--- config.mk ---
export PLATFORM = sky130hd
export DESIGN_NAME = dcsp_regs
export DESIGN_NICKNAME = d
export VERILOG_FILES = /design/src/dcsp_pkg.sv /design/src/dcsp_regs.sv
export SDC_FILE = /design/constraint.sdc
export NUM_CORES = 1
export LEC_CHECK = 0
export BUFFER_PORTS_ARGS = -buffer_cell sky130_fd_sc_hd__buf_2
export CAP_MARGIN = 15
export CORE_ASPECT_RATIO = 1.2
export CORE_MARGIN = 3
export CORE_UTILIZATION = 34
export DETAILED_ROUTE_END_ITERATION = 12
export MAX_ROUTING_LAYER = met4
export PLACE_DENSITY = 0.57
export SYNTH_ARGS = -nofsm -noshare
export SYNTH_HDL_FRONTEND = slang
export SYNTH_SLANG_ARGS = --single-unit
--- constraint.sdc ---
create_clock -name clk_i -period 2.6 [get_ports clk_i]
set_clock_uncertainty 0.15 [all_clocks]
set_input_delay 0.26 -clock clk_i [delete_from_list [all_inputs] [get_ports clk_i]]
set_output_delay 0.26 -clock clk_i [all_outputs]
set_load 0.005 [all_outputs]
--- src/dcsp_pkg.sv ---
// Package with register offsets, field layout, reset values and flag positions
// for the channel size and pointer register block.
// Assumes a 32-bit register port with word-aligned byte addresses.
package dcsp_pkg;

  // ==========================================================================
  // Register offsets
  localparam logic [7:0] OFS_SRC_SIZE  = 8'h00;
  localparam logic [7:0] OFS_DEST_SIZE = 8'h04;
  localparam logic [7:0] OFS_SRC_PTR   = 8'h08;
  localparam logic [7:0] OFS_DEST_PTR  = 8'h0c;
  localparam logic [7:0] OFS_CELL_SIZE = 8'h10;
  localparam logic [7:0] OFS_IRQ_STAT  = 8'h14;
  localparam logic [7:0] OFS_IRQ_MASK  = 8'h18;

  // ==========================================================================
  // Field layout and reset values
  localparam int          FIELD_W    = 16;
  localparam logic [15:0] FIELD_RST  = 16'h0000;
  localparam int          FLAG_W     = 3;
  localparam int          FLAG_DONE  = 0;
  localparam int          FLAG_HALF  = 1;
  localparam int          FLAG_CELL  = 2;
  localparam logic [2:0]  FLAG_RST   = 3'h0;
  localparam logic [31:0] READ_UNMAP = 32'h0000_0000;

endpackage

--- src/dcsp_regs.sv ---
// Channel transfer-size and progress-pointer registers with completion flags.
// Assumes the transfer engine pulses byte strobes in the same clock domain.
//
// Local design decisions: the address-and-strobe port and the address map.
`timescale 1ns/1ps

// ============================================================================
// Operation
// - The destination size is a 16-bit byte count where zero stands for 65,536 bytes.
// - Bits 31 to 16 of the size and pointer registers always read as zero.
// - The source pointer is a read-only 16-bit index of the current source byte.
// - In pattern detect mode a pattern detect clears the source pointer to zero.
// - The destination pointer is a read-only 16-bit index unaffected by writes.
// - The cell size gives bytes moved per trigger event, zero meaning 65,536.
// - All size and pointer fields reset to zero; sizes are read/write, pointers read-only.
// - The source size uses the same 16-bit encoding, zero meaning 65,536 bytes.
// - Done rises when the destination pointer reaches the size, half at half the size.
// - Cell done rises once the programmed cell byte count has moved for the event.
module dcsp_regs (
  input  wire logic        clk_i,
  input  wire logic        reset_n_i,
  input  wire logic [7:0]  addr_i,
  input  wire logic [31:0] wdata_i,
  input  wire logic        wr_i,
  input  wire logic        rd_i,
  output logic      [31:0] rdata_o,
  input  wire logic        event_i,
  input  wire logic        src_byte_i,
  input  wire logic        dst_byte_i,
  input  wire logic        pattern_mode_i,
  input  wire logic        pattern_hit_i,
  output logic      [15:0] src_byte_index_o,
  output logic      [15:0] dst_byte_index_o,
  output logic             src_done_o,
  output logic             dst_done_flag_o,
  output logic             dst_half_flag_o,
  output logic             cell_done_flag_o,
  output logic             irq_o
);

  // ==========================================================================
  // Configuration state
  logic [15:0] src_byte_length;
  logic [15:0] dest_byte_length;
  logic [15:0] bytes_per_event;
  logic [2:0]  irq_mask;
  logic [15:0] next_src_byte_length;
  logic [15:0] next_dest_byte_length;
  logic [15:0] next_bytes_per_event;
  logic [2:0]  next_irq_mask;

  // ==========================================================================
  // Pointer and cell counter state
  logic [15:0] src_byte_index;
  logic [15:0] next_src_byte_index;
  logic [15:0] dst_byte_index;
  logic [15:0] next_dst_byte_index;
  logic [15:0] cell_count;
  logic [15:0] next_cell_count;

  // ==========================================================================
  // Flag state
  logic [2:0]  irq_stat;
  logic [2:0]  next_irq_stat;
  logic [2:0]  flag_set;
  logic [2:0]  flag_clear;

  // ==========================================================================
  // Read data state
  logic [31:0] rdata;
  logic [31:0] next_rdata;

  // ==========================================================================
  // Decoded strobes and byte counts
  logic        wr_src_size;
  logic        wr_dest_size;
  logic        wr_cell_size;
  logic        wr_irq_mask;
  logic        wr_irq_stat;
  logic [16:0] dest_len_full;
  logic [16:0] src_len_full;
  logic [16:0] cell_len_full;
  logic [16:0] dest_len_half;
  logic [16:0] dst_after;
  logic [16:0] src_after;
  logic [16:0] cell_after;
  logic        dst_end;
  logic        dst_half_hit;
  logic        src_end;
  logic        cell_end;
  logic        src_clear;

  // ==========================================================================
  // Register write decode
  always_comb begin
    wr_src_size  = 1'b0;
    wr_dest_size = 1'b0;
    wr_cell_size = 1'b0;
    wr_irq_mask  = 1'b0;
    wr_irq_stat  = 1'b0;
    if (wr_i) begin
      if (addr_i == dcsp_pkg::OFS_SRC_SIZE) begin
        wr_src_size = 1'b1;
      end else if (addr_i == dcsp_pkg::OFS_DEST_SIZE) begin
        wr_dest_size = 1'b1;
      end else if (addr_i == dcsp_pkg::OFS_CELL_SIZE) begin
        wr_cell_size = 1'b1;
      end else if (addr_i == dcsp_pkg::OFS_IRQ_MASK) begin
        wr_irq_mask = 1'b1;
      end else if (addr_i == dcsp_pkg::OFS_IRQ_STAT) begin
        wr_irq_stat = 1'b1;
      end
      // Writes to the pointer offsets decode to nothing, so the pointers keep counting.
    end
  end

  // ==========================================================================
  // Byte counts and completion detection
  always_comb begin
    dest_len_full = {1'b0, dest_byte_length};
    if (dest_byte_length == 16'h0000) begin
      dest_len_full = 17'h1_0000;
    end
    src_len_full = {1'b0, src_byte_length};
    if (src_byte_length == 16'h0000) begin
      src_len_full = 17'h1_0000;
    end
    cell_len_full = {1'b0, bytes_per_event};
    if (bytes_per_event == 16'h0000) begin
      cell_len_full = 17'h1_0000;
    end
    dest_len_half = {1'b0, dest_len_full[16:1]};

    dst_after    = {1'b0, dst_byte_index} + 17'h0_0001;
    src_after    = {1'b0, src_byte_index} + 17'h0_0001;
    cell_after   = {1'b0, cell_count} + 17'h0_0001;
    dst_end      = dst_byte_i && (dst_after == dest_len_full);
    dst_half_hit = dst_byte_i && (dst_after == dest_len_half);
    src_end      = src_byte_i && (src_after == src_len_full);
    cell_end     = dst_byte_i && (cell_after == cell_len_full);
    src_clear    = pattern_mode_i && pattern_hit_i;
  end

  // ==========================================================================
  // Configuration registers
  always_comb begin
    next_src_byte_length  = src_byte_length;
    next_dest_byte_length = dest_byte_length;
    next_bytes_per_event  = bytes_per_event;
    next_irq_mask         = irq_mask;
    if (wr_src_size) begin
      next_src_byte_length = wdata_i[15:0];
    end
    if (wr_dest_size) begin
      next_dest_byte_length = wdata_i[15:0];
    end
    if (wr_cell_size) begin
      next_bytes_per_event = wdata_i[15:0];
    end
    if (wr_irq_mask) begin
      next_irq_mask = wdata_i[2:0];
    end
  end

  always_ff @(posedge clk_i or negedge reset_n_i) begin
    if (!reset_n_i) begin
      src_byte_length  <= dcsp_pkg::FIELD_RST;
      dest_byte_length <= dcsp_pkg::FIELD_RST;
      bytes_per_event  <= dcsp_pkg::FIELD_RST;
      irq_mask         <= dcsp_pkg::FLAG_RST;
    end else begin
      src_byte_length  <= next_src_byte_length;
      dest_byte_length <= next_dest_byte_length;
      bytes_per_event  <= next_bytes_per_event;
      irq_mask         <= next_irq_mask;
    end
  end

  // ==========================================================================
  // Source pointer
  always_comb begin
    next_src_byte_index = src_byte_index;
    if (src_byte_i) begin
      next_src_byte_index = src_end ? 16'h0000 : src_after[15:0];
    end
    if (src_clear) begin
      next_src_byte_index = 16'h0000;
    end
  end

  always_ff @(posedge clk_i or negedge reset_n_i) begin
    if (!reset_n_i) begin
      src_byte_index <= dcsp_pkg::FIELD_RST;
    end else begin
      src_byte_index <= next_src_byte_index;
    end
  end

  // ==========================================================================
  // Destination pointer
  always_comb begin
    next_dst_byte_index = dst_byte_index;
    if (dst_byte_i) begin
      next_dst_byte_index = dst_end ? 16'h0000 : dst_after[15:0];
    end
  end

  always_ff @(posedge clk_i or negedge reset_n_i) begin
    if (!reset_n_i) begin
      dst_byte_index <= dcsp_pkg::FIELD_RST;
    end else begin
      dst_byte_index <= next_dst_byte_index;
    end
  end

  // ==========================================================================
  // Cell byte counter
  always_comb begin
    next_cell_count = cell_count;
    if (dst_byte_i) begin
      next_cell_count = cell_end ? 16'h0000 : cell_after[15:0];
    end
    if (event_i) begin
      next_cell_count = 16'h0000;
    end
  end

  always_ff @(posedge clk_i or negedge reset_n_i) begin
    if (!reset_n_i) begin
      cell_count <= dcsp_pkg::FIELD_RST;
    end else begin
      cell_count <= next_cell_count;
    end
  end

  // ==========================================================================
  // Interrupt flags
  always_comb begin
    flag_set                      = dcsp_pkg::FLAG_RST;
    flag_set[dcsp_pkg::FLAG_DONE] = dst_end;
    flag_set[dcsp_pkg::FLAG_HALF] = dst_half_hit;
    flag_set[dcsp_pkg::FLAG_CELL] = cell_end;
    flag_clear                    = dcsp_pkg::FLAG_RST;
    if (wr_irq_stat) begin
      flag_clear = wdata_i[2:0];
    end
  end

  for (genvar i = 0; i < dcsp_pkg::FLAG_W; i++) begin : g_flag
    // A set in the same cycle as a clear wins, so no event is lost.
    always_comb begin
      next_irq_stat[i] = irq_stat[i];
      if (flag_clear[i]) begin
        next_irq_stat[i] = 1'b0;
      end
      if (flag_set[i]) begin
        next_irq_stat[i] = 1'b1;
      end
    end

    always_ff @(posedge clk_i or negedge reset_n_i) begin
      if (!reset_n_i) begin
        irq_stat[i] <= dcsp_pkg::FLAG_RST[i];
      end else begin
        irq_stat[i] <= next_irq_stat[i];
      end
    end
  end

  // ==========================================================================
  // Read data
  always_comb begin
    next_rdata = dcsp_pkg::READ_UNMAP;
    if (rd_i) begin
      if (addr_i == dcsp_pkg::OFS_SRC_SIZE) begin
        next_rdata = {16'h0000, src_byte_length};
      end else if (addr_i == dcsp_pkg::OFS_DEST_SIZE) begin
        next_rdata = {16'h0000, dest_byte_length};
      end else if (addr_i == dcsp_pkg::OFS_SRC_PTR) begin
        next_rdata = {16'h0000, src_byte_index};
      end else if (addr_i == dcsp_pkg::OFS_DEST_PTR) begin
        next_rdata = {16'h0000, dst_byte_index};
      end else if (addr_i == dcsp_pkg::OFS_CELL_SIZE) begin
        next_rdata = {16'h0000, bytes_per_event};
      end else if (addr_i == dcsp_pkg::OFS_IRQ_STAT) begin
        next_rdata = {29'h0000_0000, irq_stat};
      end else if (addr_i == dcsp_pkg::OFS_IRQ_MASK) begin
        next_rdata = {29'h0000_0000, irq_mask};
      end
    end
  end

  always_ff @(posedge clk_i or negedge reset_n_i) begin
    if (!reset_n_i) begin
      rdata <= dcsp_pkg::READ_UNMAP;
    end else begin
      rdata <= next_rdata;
    end
  end

  // ==========================================================================
  // Outputs
  assign rdata_o          = rdata;
  assign src_byte_index_o = src_byte_index;
  assign dst_byte_index_o = dst_byte_index;
  assign src_done_o       = src_end;
  assign dst_done_flag_o  = irq_stat[dcsp_pkg::FLAG_DONE];
  assign dst_half_flag_o  = irq_stat[dcsp_pkg::FLAG_HALF];
  assign cell_done_flag_o = irq_stat[dcsp_pkg::FLAG_CELL];
  assign irq_o            = |(irq_stat & irq_mask);

endmodule // dcsp_regs

Word level (Yosys, flattened, before mapping)
Cells that the tools add are included.

Bits in latches: 0. Memories kept: 0. Bits in writable memories: 0. Bits in registers: 134. Bits in read-only memories: 0.

$add $sub $neg: 3. Reductions and logical operators: 15. Equal/unequal tests: 10. Magnitude comparators: 0. Muxes and demuxes: 45. Bitwise operators: 1. Shift operators: 0. Div/mod/pow operators: 0. $mul: 0.

Operators by type and width (count): $mux W16 (13); $add A16 B1 Y17 const B (3); $eq A17 B17 Y1 (3); $mux W17 (3); $logic_not A16 Y1 (3); $mux W1 (26); $eq A8 B5 Y1 const B (3); $eq A17 B16 Y1 (1); $eq A8 B4 Y1 const B (2); $reduce_bool A2 Y1 (5); $mux W3 (3); $eq A8 B3 Y1 const B (1); $logic_not A8 Y1 (1); $logic_and A1 B1 Y1 (5); $and A3 B3 Y3 (1); $reduce_or A3 Y1 (1).

Longest topological paths before layout
Depth in word-level cells: 10. Depth in mapped cells: 12.

Least setup slack after synthesis
No wires, ideal clock.

Path type: register to register. From: reg dst_byte_index[1], in the netlist dst_byte_index_o[1]. To: reg dst_byte_index[0], in the netlist dst_byte_index_o[0]. Data arrival time: 2.382 ns. Slack: -0.057 ns. Clock period less this slack: 2.657 ns. Stages on the path, launching flop included: 11. Data required time: 2.325 ns. Cell sequence: dfrtp_1 > ha_1 > nand3_4 > o31ai_1 > a21oi_1 > a2111oi_2 > and4b_1 > and4_1 > buf_4 > nor2_1 > mux2_2.

Word-level cells in the longest chain between the ends: 4.

Ends and longest elaborated chain: start, declared (line dcsp_regs.sv:56) `logic [15:0] dst_byte_index;`; start signal, assigned (line dcsp_regs.sv:210) `dst_byte_index <= dcsp_pkg::FIELD_RST;`; start signal, assigned (line dcsp_regs.sv:212) `dst_byte_index <= next_dst_byte_index;`; $add A16 B1 Y17 (line dcsp_regs.sv:134) `dst_after = {1'b0, dst_byte_index} + 17'h0_0001;`; $eq A17 B17 Y1 (line dcsp_regs.sv:137) `dst_end = dst_byte_i && (dst_after == dest_len_full);`; $logic_and A1 B1 Y1 (line dcsp_regs.sv:137); $mux W16 (line dcsp_regs.sv:204) `next_dst_byte_index = dst_end ? 16'h0000 : dst_after[15:0];`.

Every way passes these cells. A chain may end at the register's enable or synchronous reset.

Worst setup path in the final report
From: reg src_byte_index[0], in the netlist src_byte_index_o[0]. To: out src_done_o.

Word-level cells in the longest chain between the ends: 3.

Ends and longest elaborated chain: start, declared (line dcsp_regs.sv:54) `logic [15:0] src_byte_index;`; start signal, assigned (line dcsp_regs.sv:193) `src_byte_index <= dcsp_pkg::FIELD_RST;`; start signal, assigned (line dcsp_regs.sv:195) `src_byte_index <= next_src_byte_index;`; $add A16 B1 Y17 (line dcsp_regs.sv:135) `src_after = {1'b0, src_byte_index} + 17'h0_0001;`; $eq A17 B17 Y1 (line dcsp_regs.sv:139) `src_end = src_byte_i && (src_after == src_len_full);`; $logic_and A1 B1 Y1 (line dcsp_regs.sv:139); end, declared (line dcsp_regs.sv:34) `output logic src_done_o,`.

Every way passes these cells.

==> results.toml <==
[timing]
finalHoldViolations = 0
max_freq_mhz = 358.6
setup_ws_ns = -0.1886
finalSetupViolations = 18
worst_pin_slew_ns = 1.109
relSlewSlack_pct = 25.89
drv_slew = 0
tns_ns = -1.699
finalCritPeriodShare_pct = 107.3
rsz0062_at_grt = "yes"
final.min_clock_period_ns = 2.789

[synth]
ys_seq_area_share_pct = 36.70
synth_edf_count = 0
yosys.area_share.xor_xnor_pct = 12.44
synth_compound_area_share_pct = 11.62
synth_flop_cell = "dfrtp_1"
post_synth_mux_area_share_pct = 9.936
synth.cell_area_um2 = 8046
synth_fa_ha_area_share_pct = 0.5909
yosysUniqueCellTypes = 78
syn_inst = 830
async_reset_ff_share_pct = 100.0
ys_ff_latch = 118
synth_top_family_by_area = "simple AND/OR/NAND/NOR gates"
yosysWarnings = 0
synth_simple_gate_area_share_pct = 22.13
syn_area_per_cell_um2 = 9.695

[cts]
clk_path_buf_depth = 2
cts_tree = "done"
clk_pin_slew_worst_paths_ns = 0.06
cts-root-buf = "clkbuf_16"
cts-buffers-inserted = 17
clk_latency_ns = 0.42
htreeDepth = 4
numClockSinks = 118

[placement]
place.gp.congestion = 0.8894
io_buffer_count = 85
hpwlAfterDp_mm = 19.31
dpl.cell_count = 1303
dp_slack_ns = -0.2184

[power]
clkPwrFrac_pct = 34.8
switching_share_pct = 31.98
p_int_mw = 4.277
switching_power_mw = 2.010
power_mw = 6.287
leakagePower_nw = 4.836
p_seq_share_pct = 33.4
p_per_area_nw_per_um2 = 572.6
combPwrFrac_pct = 31.7
ir_drop_mv = 0.5149

[worst_setup_path]
reg2reg_from = "dst_byte_index_o[1]$_DFFE_PN0P_"
crit_slowest_cell = "dfrtp_1"
max_stage_delay_ns = 0.35
worstSetupEndpointType = "output port"
rrSetupSlack_ns = -0.14
cp_top_family = "simple AND/OR/NAND/NOR gates"
crit_path_start = "src_byte_index_o[0]$_DFFE_PN0P_"
cp_data_required_time_ns = 2.19
r2r-end = "dst_byte_index_o[4]$_DFFE_PN0P_"
crit_chain = "ha_2, nand4_1, nor3b_2, nor2b_4, xnor2_2, nor4_2, nand4_1, inv_1, buf_2"
critPathBufInv = 2
worstRegToRegCells = 11
critical_path_class = "reg -> out"
cp_common_cell = "nand4_1"
worstSetupStartpointType = "flop"
worst-path-max-fanout = 2
arrival_ns = 2.38

[min_path]
hold_end = "irq_mask[2]$_DFFE_PN0P_"
hold_class = "in -> reg"
hold_depth = 2
worstHoldStart = "wdata_i[2]"

[grt]
grt_max_degree = 40
met2_usage_pct = 34.64
grt_pass1_vias = 7266
grtUsageMet3_pct = 2.920
use_met1_pct = 25.01
grt_pass1_wl_mm = 40.35
grt_busiest_layer = "met2"
grt_usage_pct = 20.60
antenna_found_initial = 0
grt_overflow_total = 0

[drt]
firstDrtPassIters = 7
wirelength_mm = 26.37
viasPerCell = 5.309
drc = 0
ant_nets = 0
drt_iter0_markers = 578
wl_per_cell_um = 19.19
routed-via-count = 7294

[die]
rows = 61
dieWidth_um = 146.4
initial_core_util_pct = 34.68
core_um2 = 23200
die-area_um2 = 25560
ios = 118
die_h_um = 174.5

[run]
max_cap_violations = 0

[final_layout]
instances_no_fill = 1374
diodes = 0
num-nets-final = 1098
drive_gt1_share_pct = 41.17
areaGrowthSynthToFinish_pct = 36.45

[run_status]
outcome = "finished, violations left"
violations = "setup timing"
==> final cells by class <==
class	count	area, um^2
Inverter	14	52.55
Multi-Input combinational cell	630	5090
Fill cell	2218	12220
Clock buffer	20	466.7
Clock inverter	12	80.08
Sequential cell	118	2958
Tap cell	315	394.1
Timing Repair Buffer	265	1938
==> synth_stat cells, types with 3 or more instances <==
master	number	area [um^2]
and3_1	5	31.28
buf_6	5	56.30
o32ai_2	4	65.06
o22ai_1	3	18.77
nor4_2	3	37.54
nor3_1	14	70.07
nor2b_1	20	125.1
nor3_2	4	40.04
o21ai_0	34	170.2
ha_1	3	37.54
or4_1	3	22.52
xnor3_1	3	67.56
or2b_1	3	22.52
buf_2	8	40.04
xor2_1	32	280.3
o31ai_1	6	45.04
or3_1	4	25.02
nor4_4	3	63.81
xnor2_1	70	613.1
nand2_1	60	225.2
a222oi_1	13	130.1
nand3_1	27	135.1
inv_1	14	52.55
buf_4	27	202.7
nor4_1	22	137.6
o32ai_1	11	96.34
a22oi_1	9	67.56
nand3b_1	6	45.04
a31oi_1	9	56.30
dfrtp_1	118	2953
a21o_1	6	45.04
nor2_1	52	195.2
mux2i_1	18	180.2
clkbuf_1	39	146.4
nand4_1	18	112.6
mux2_2	54	608.1
a21oi_1	16	80.08
nor3b_1	12	90.09
and4_1	5	43.79
nand2b_1	18	112.6
==> cell usage in the layout (no fill, tap or decap), drive strengths merged, types with 20 or more instances in the layout <==
master,count
nor2b,20
dfrtp,118
nand2,61
nand3,30
o21ai,34
nand4,21
xnor2,71
clkbuf,20
xor2,32
mux2,55
buf,251
nor2,54
nor4,28
==> state kept, by name (all words and copies together) (netlist names) <==
| name | count |
|---|---|
| dst_done_flag_o | 1 |
| rdata_o | 16 |
| cell_count | 16 |
| dest_byte_length | 16 |
| irq_mask | 3 |
| bytes_per_event | 16 |
| src_byte_index_o | 16 |
| dst_half_flag_o | 1 |
| src_byte_length | 16 |
| cell_done_flag_o | 1 |
| dst_byte_index_o | 16 |
==> routing by layer <==
layer	wire [um]	share of wire, %
met5	0	0
met4	779	3.0
met3	1072	4.1
met2	13460	51
met1	11050	42
==> cells by family (layout without fill, tap and decap cells) <==
logic type / Yosys count / count (layout)
AOI/OAI and AO/OA: 128 / 128
xor gates and xnor gates: 107 / 107
adders and majority gates: 4 / 4
buffers and inverters: 97 / 311
DFF: 118 / 118
muxes: 73 / 73
other: 1 / 16
and+or+nand+nor: 302 / 302
==> metrics by stage <==
step / util (%) / instance area [um^2] / hold WS (ns)
final: 47.32 / 10980 / 0.001479
after global routing: 47.32 / 10980 / 0.001338
after CTS: 45.08 / 10460 / 0.001207
after detailed placement: 41.22 / 9564 / 0.04091
after global placement: 41.22 / 9564 / 0.03548
after floorplan: - / 8108 / -0.1856
==> power by group through the flow <==
stage | Clock, mW | Combinational [mW] | Sequential, mW
after global placement | 0 | 1.66 | 2.11
after global routing | 2.30 | 2.13 | 2.12
after floorplan | 0 | 0.990 | 2.09
after CTS | 2.22 | 1.76 | 2.10
after detailed placement | 0 | 1.67 | 2.12
final | 2.19 | 2.00 | 2.10
==> worst reg2reg max path, cell delays in order (launching register included) <==
cell	delay [ns]
dfrtp_1	0.41
ha_4	0.19
nand3_4	0.11
buf_6	0.15
nor4_4	0.35
nor3b_2	0.10
nor4_2	0.32
and4b_1	0.25
and4_4	0.27
buf_12	0.14
o21ai_2	0.05
a21o_1	0.16
==> repair_timing <==
action                                 4_1_cts  5_1_grt
setup buffers                                9       14
resized for setup                           31       81
pin swaps                                   18       55
endpoints found under the hold margin      109        0
setup endpoints to repair                   49       52
hold buffers                                14        0
gates cloned                                 0        2
==> worst max-delay path by stage <==
stage / end / cells after the start / slack, ns
after floorplan: dst_byte_index_o[0]$_DFFE_PN0P_ / 10 / -0.01
after global placement: dst_byte_index_o[0]$_DFFE_PN0P_ / 9 / -0.17
after detailed placement: dst_byte_index_o[0]$_DFFE_PN0P_ / 9 / -0.22
after CTS: src_done_o / 9 / -0.19
after global routing: src_done_o / 9 / -0.38
final: src_done_o / 9 / -0.19
No activity file was read; power rests on OpenSTA's default activity.
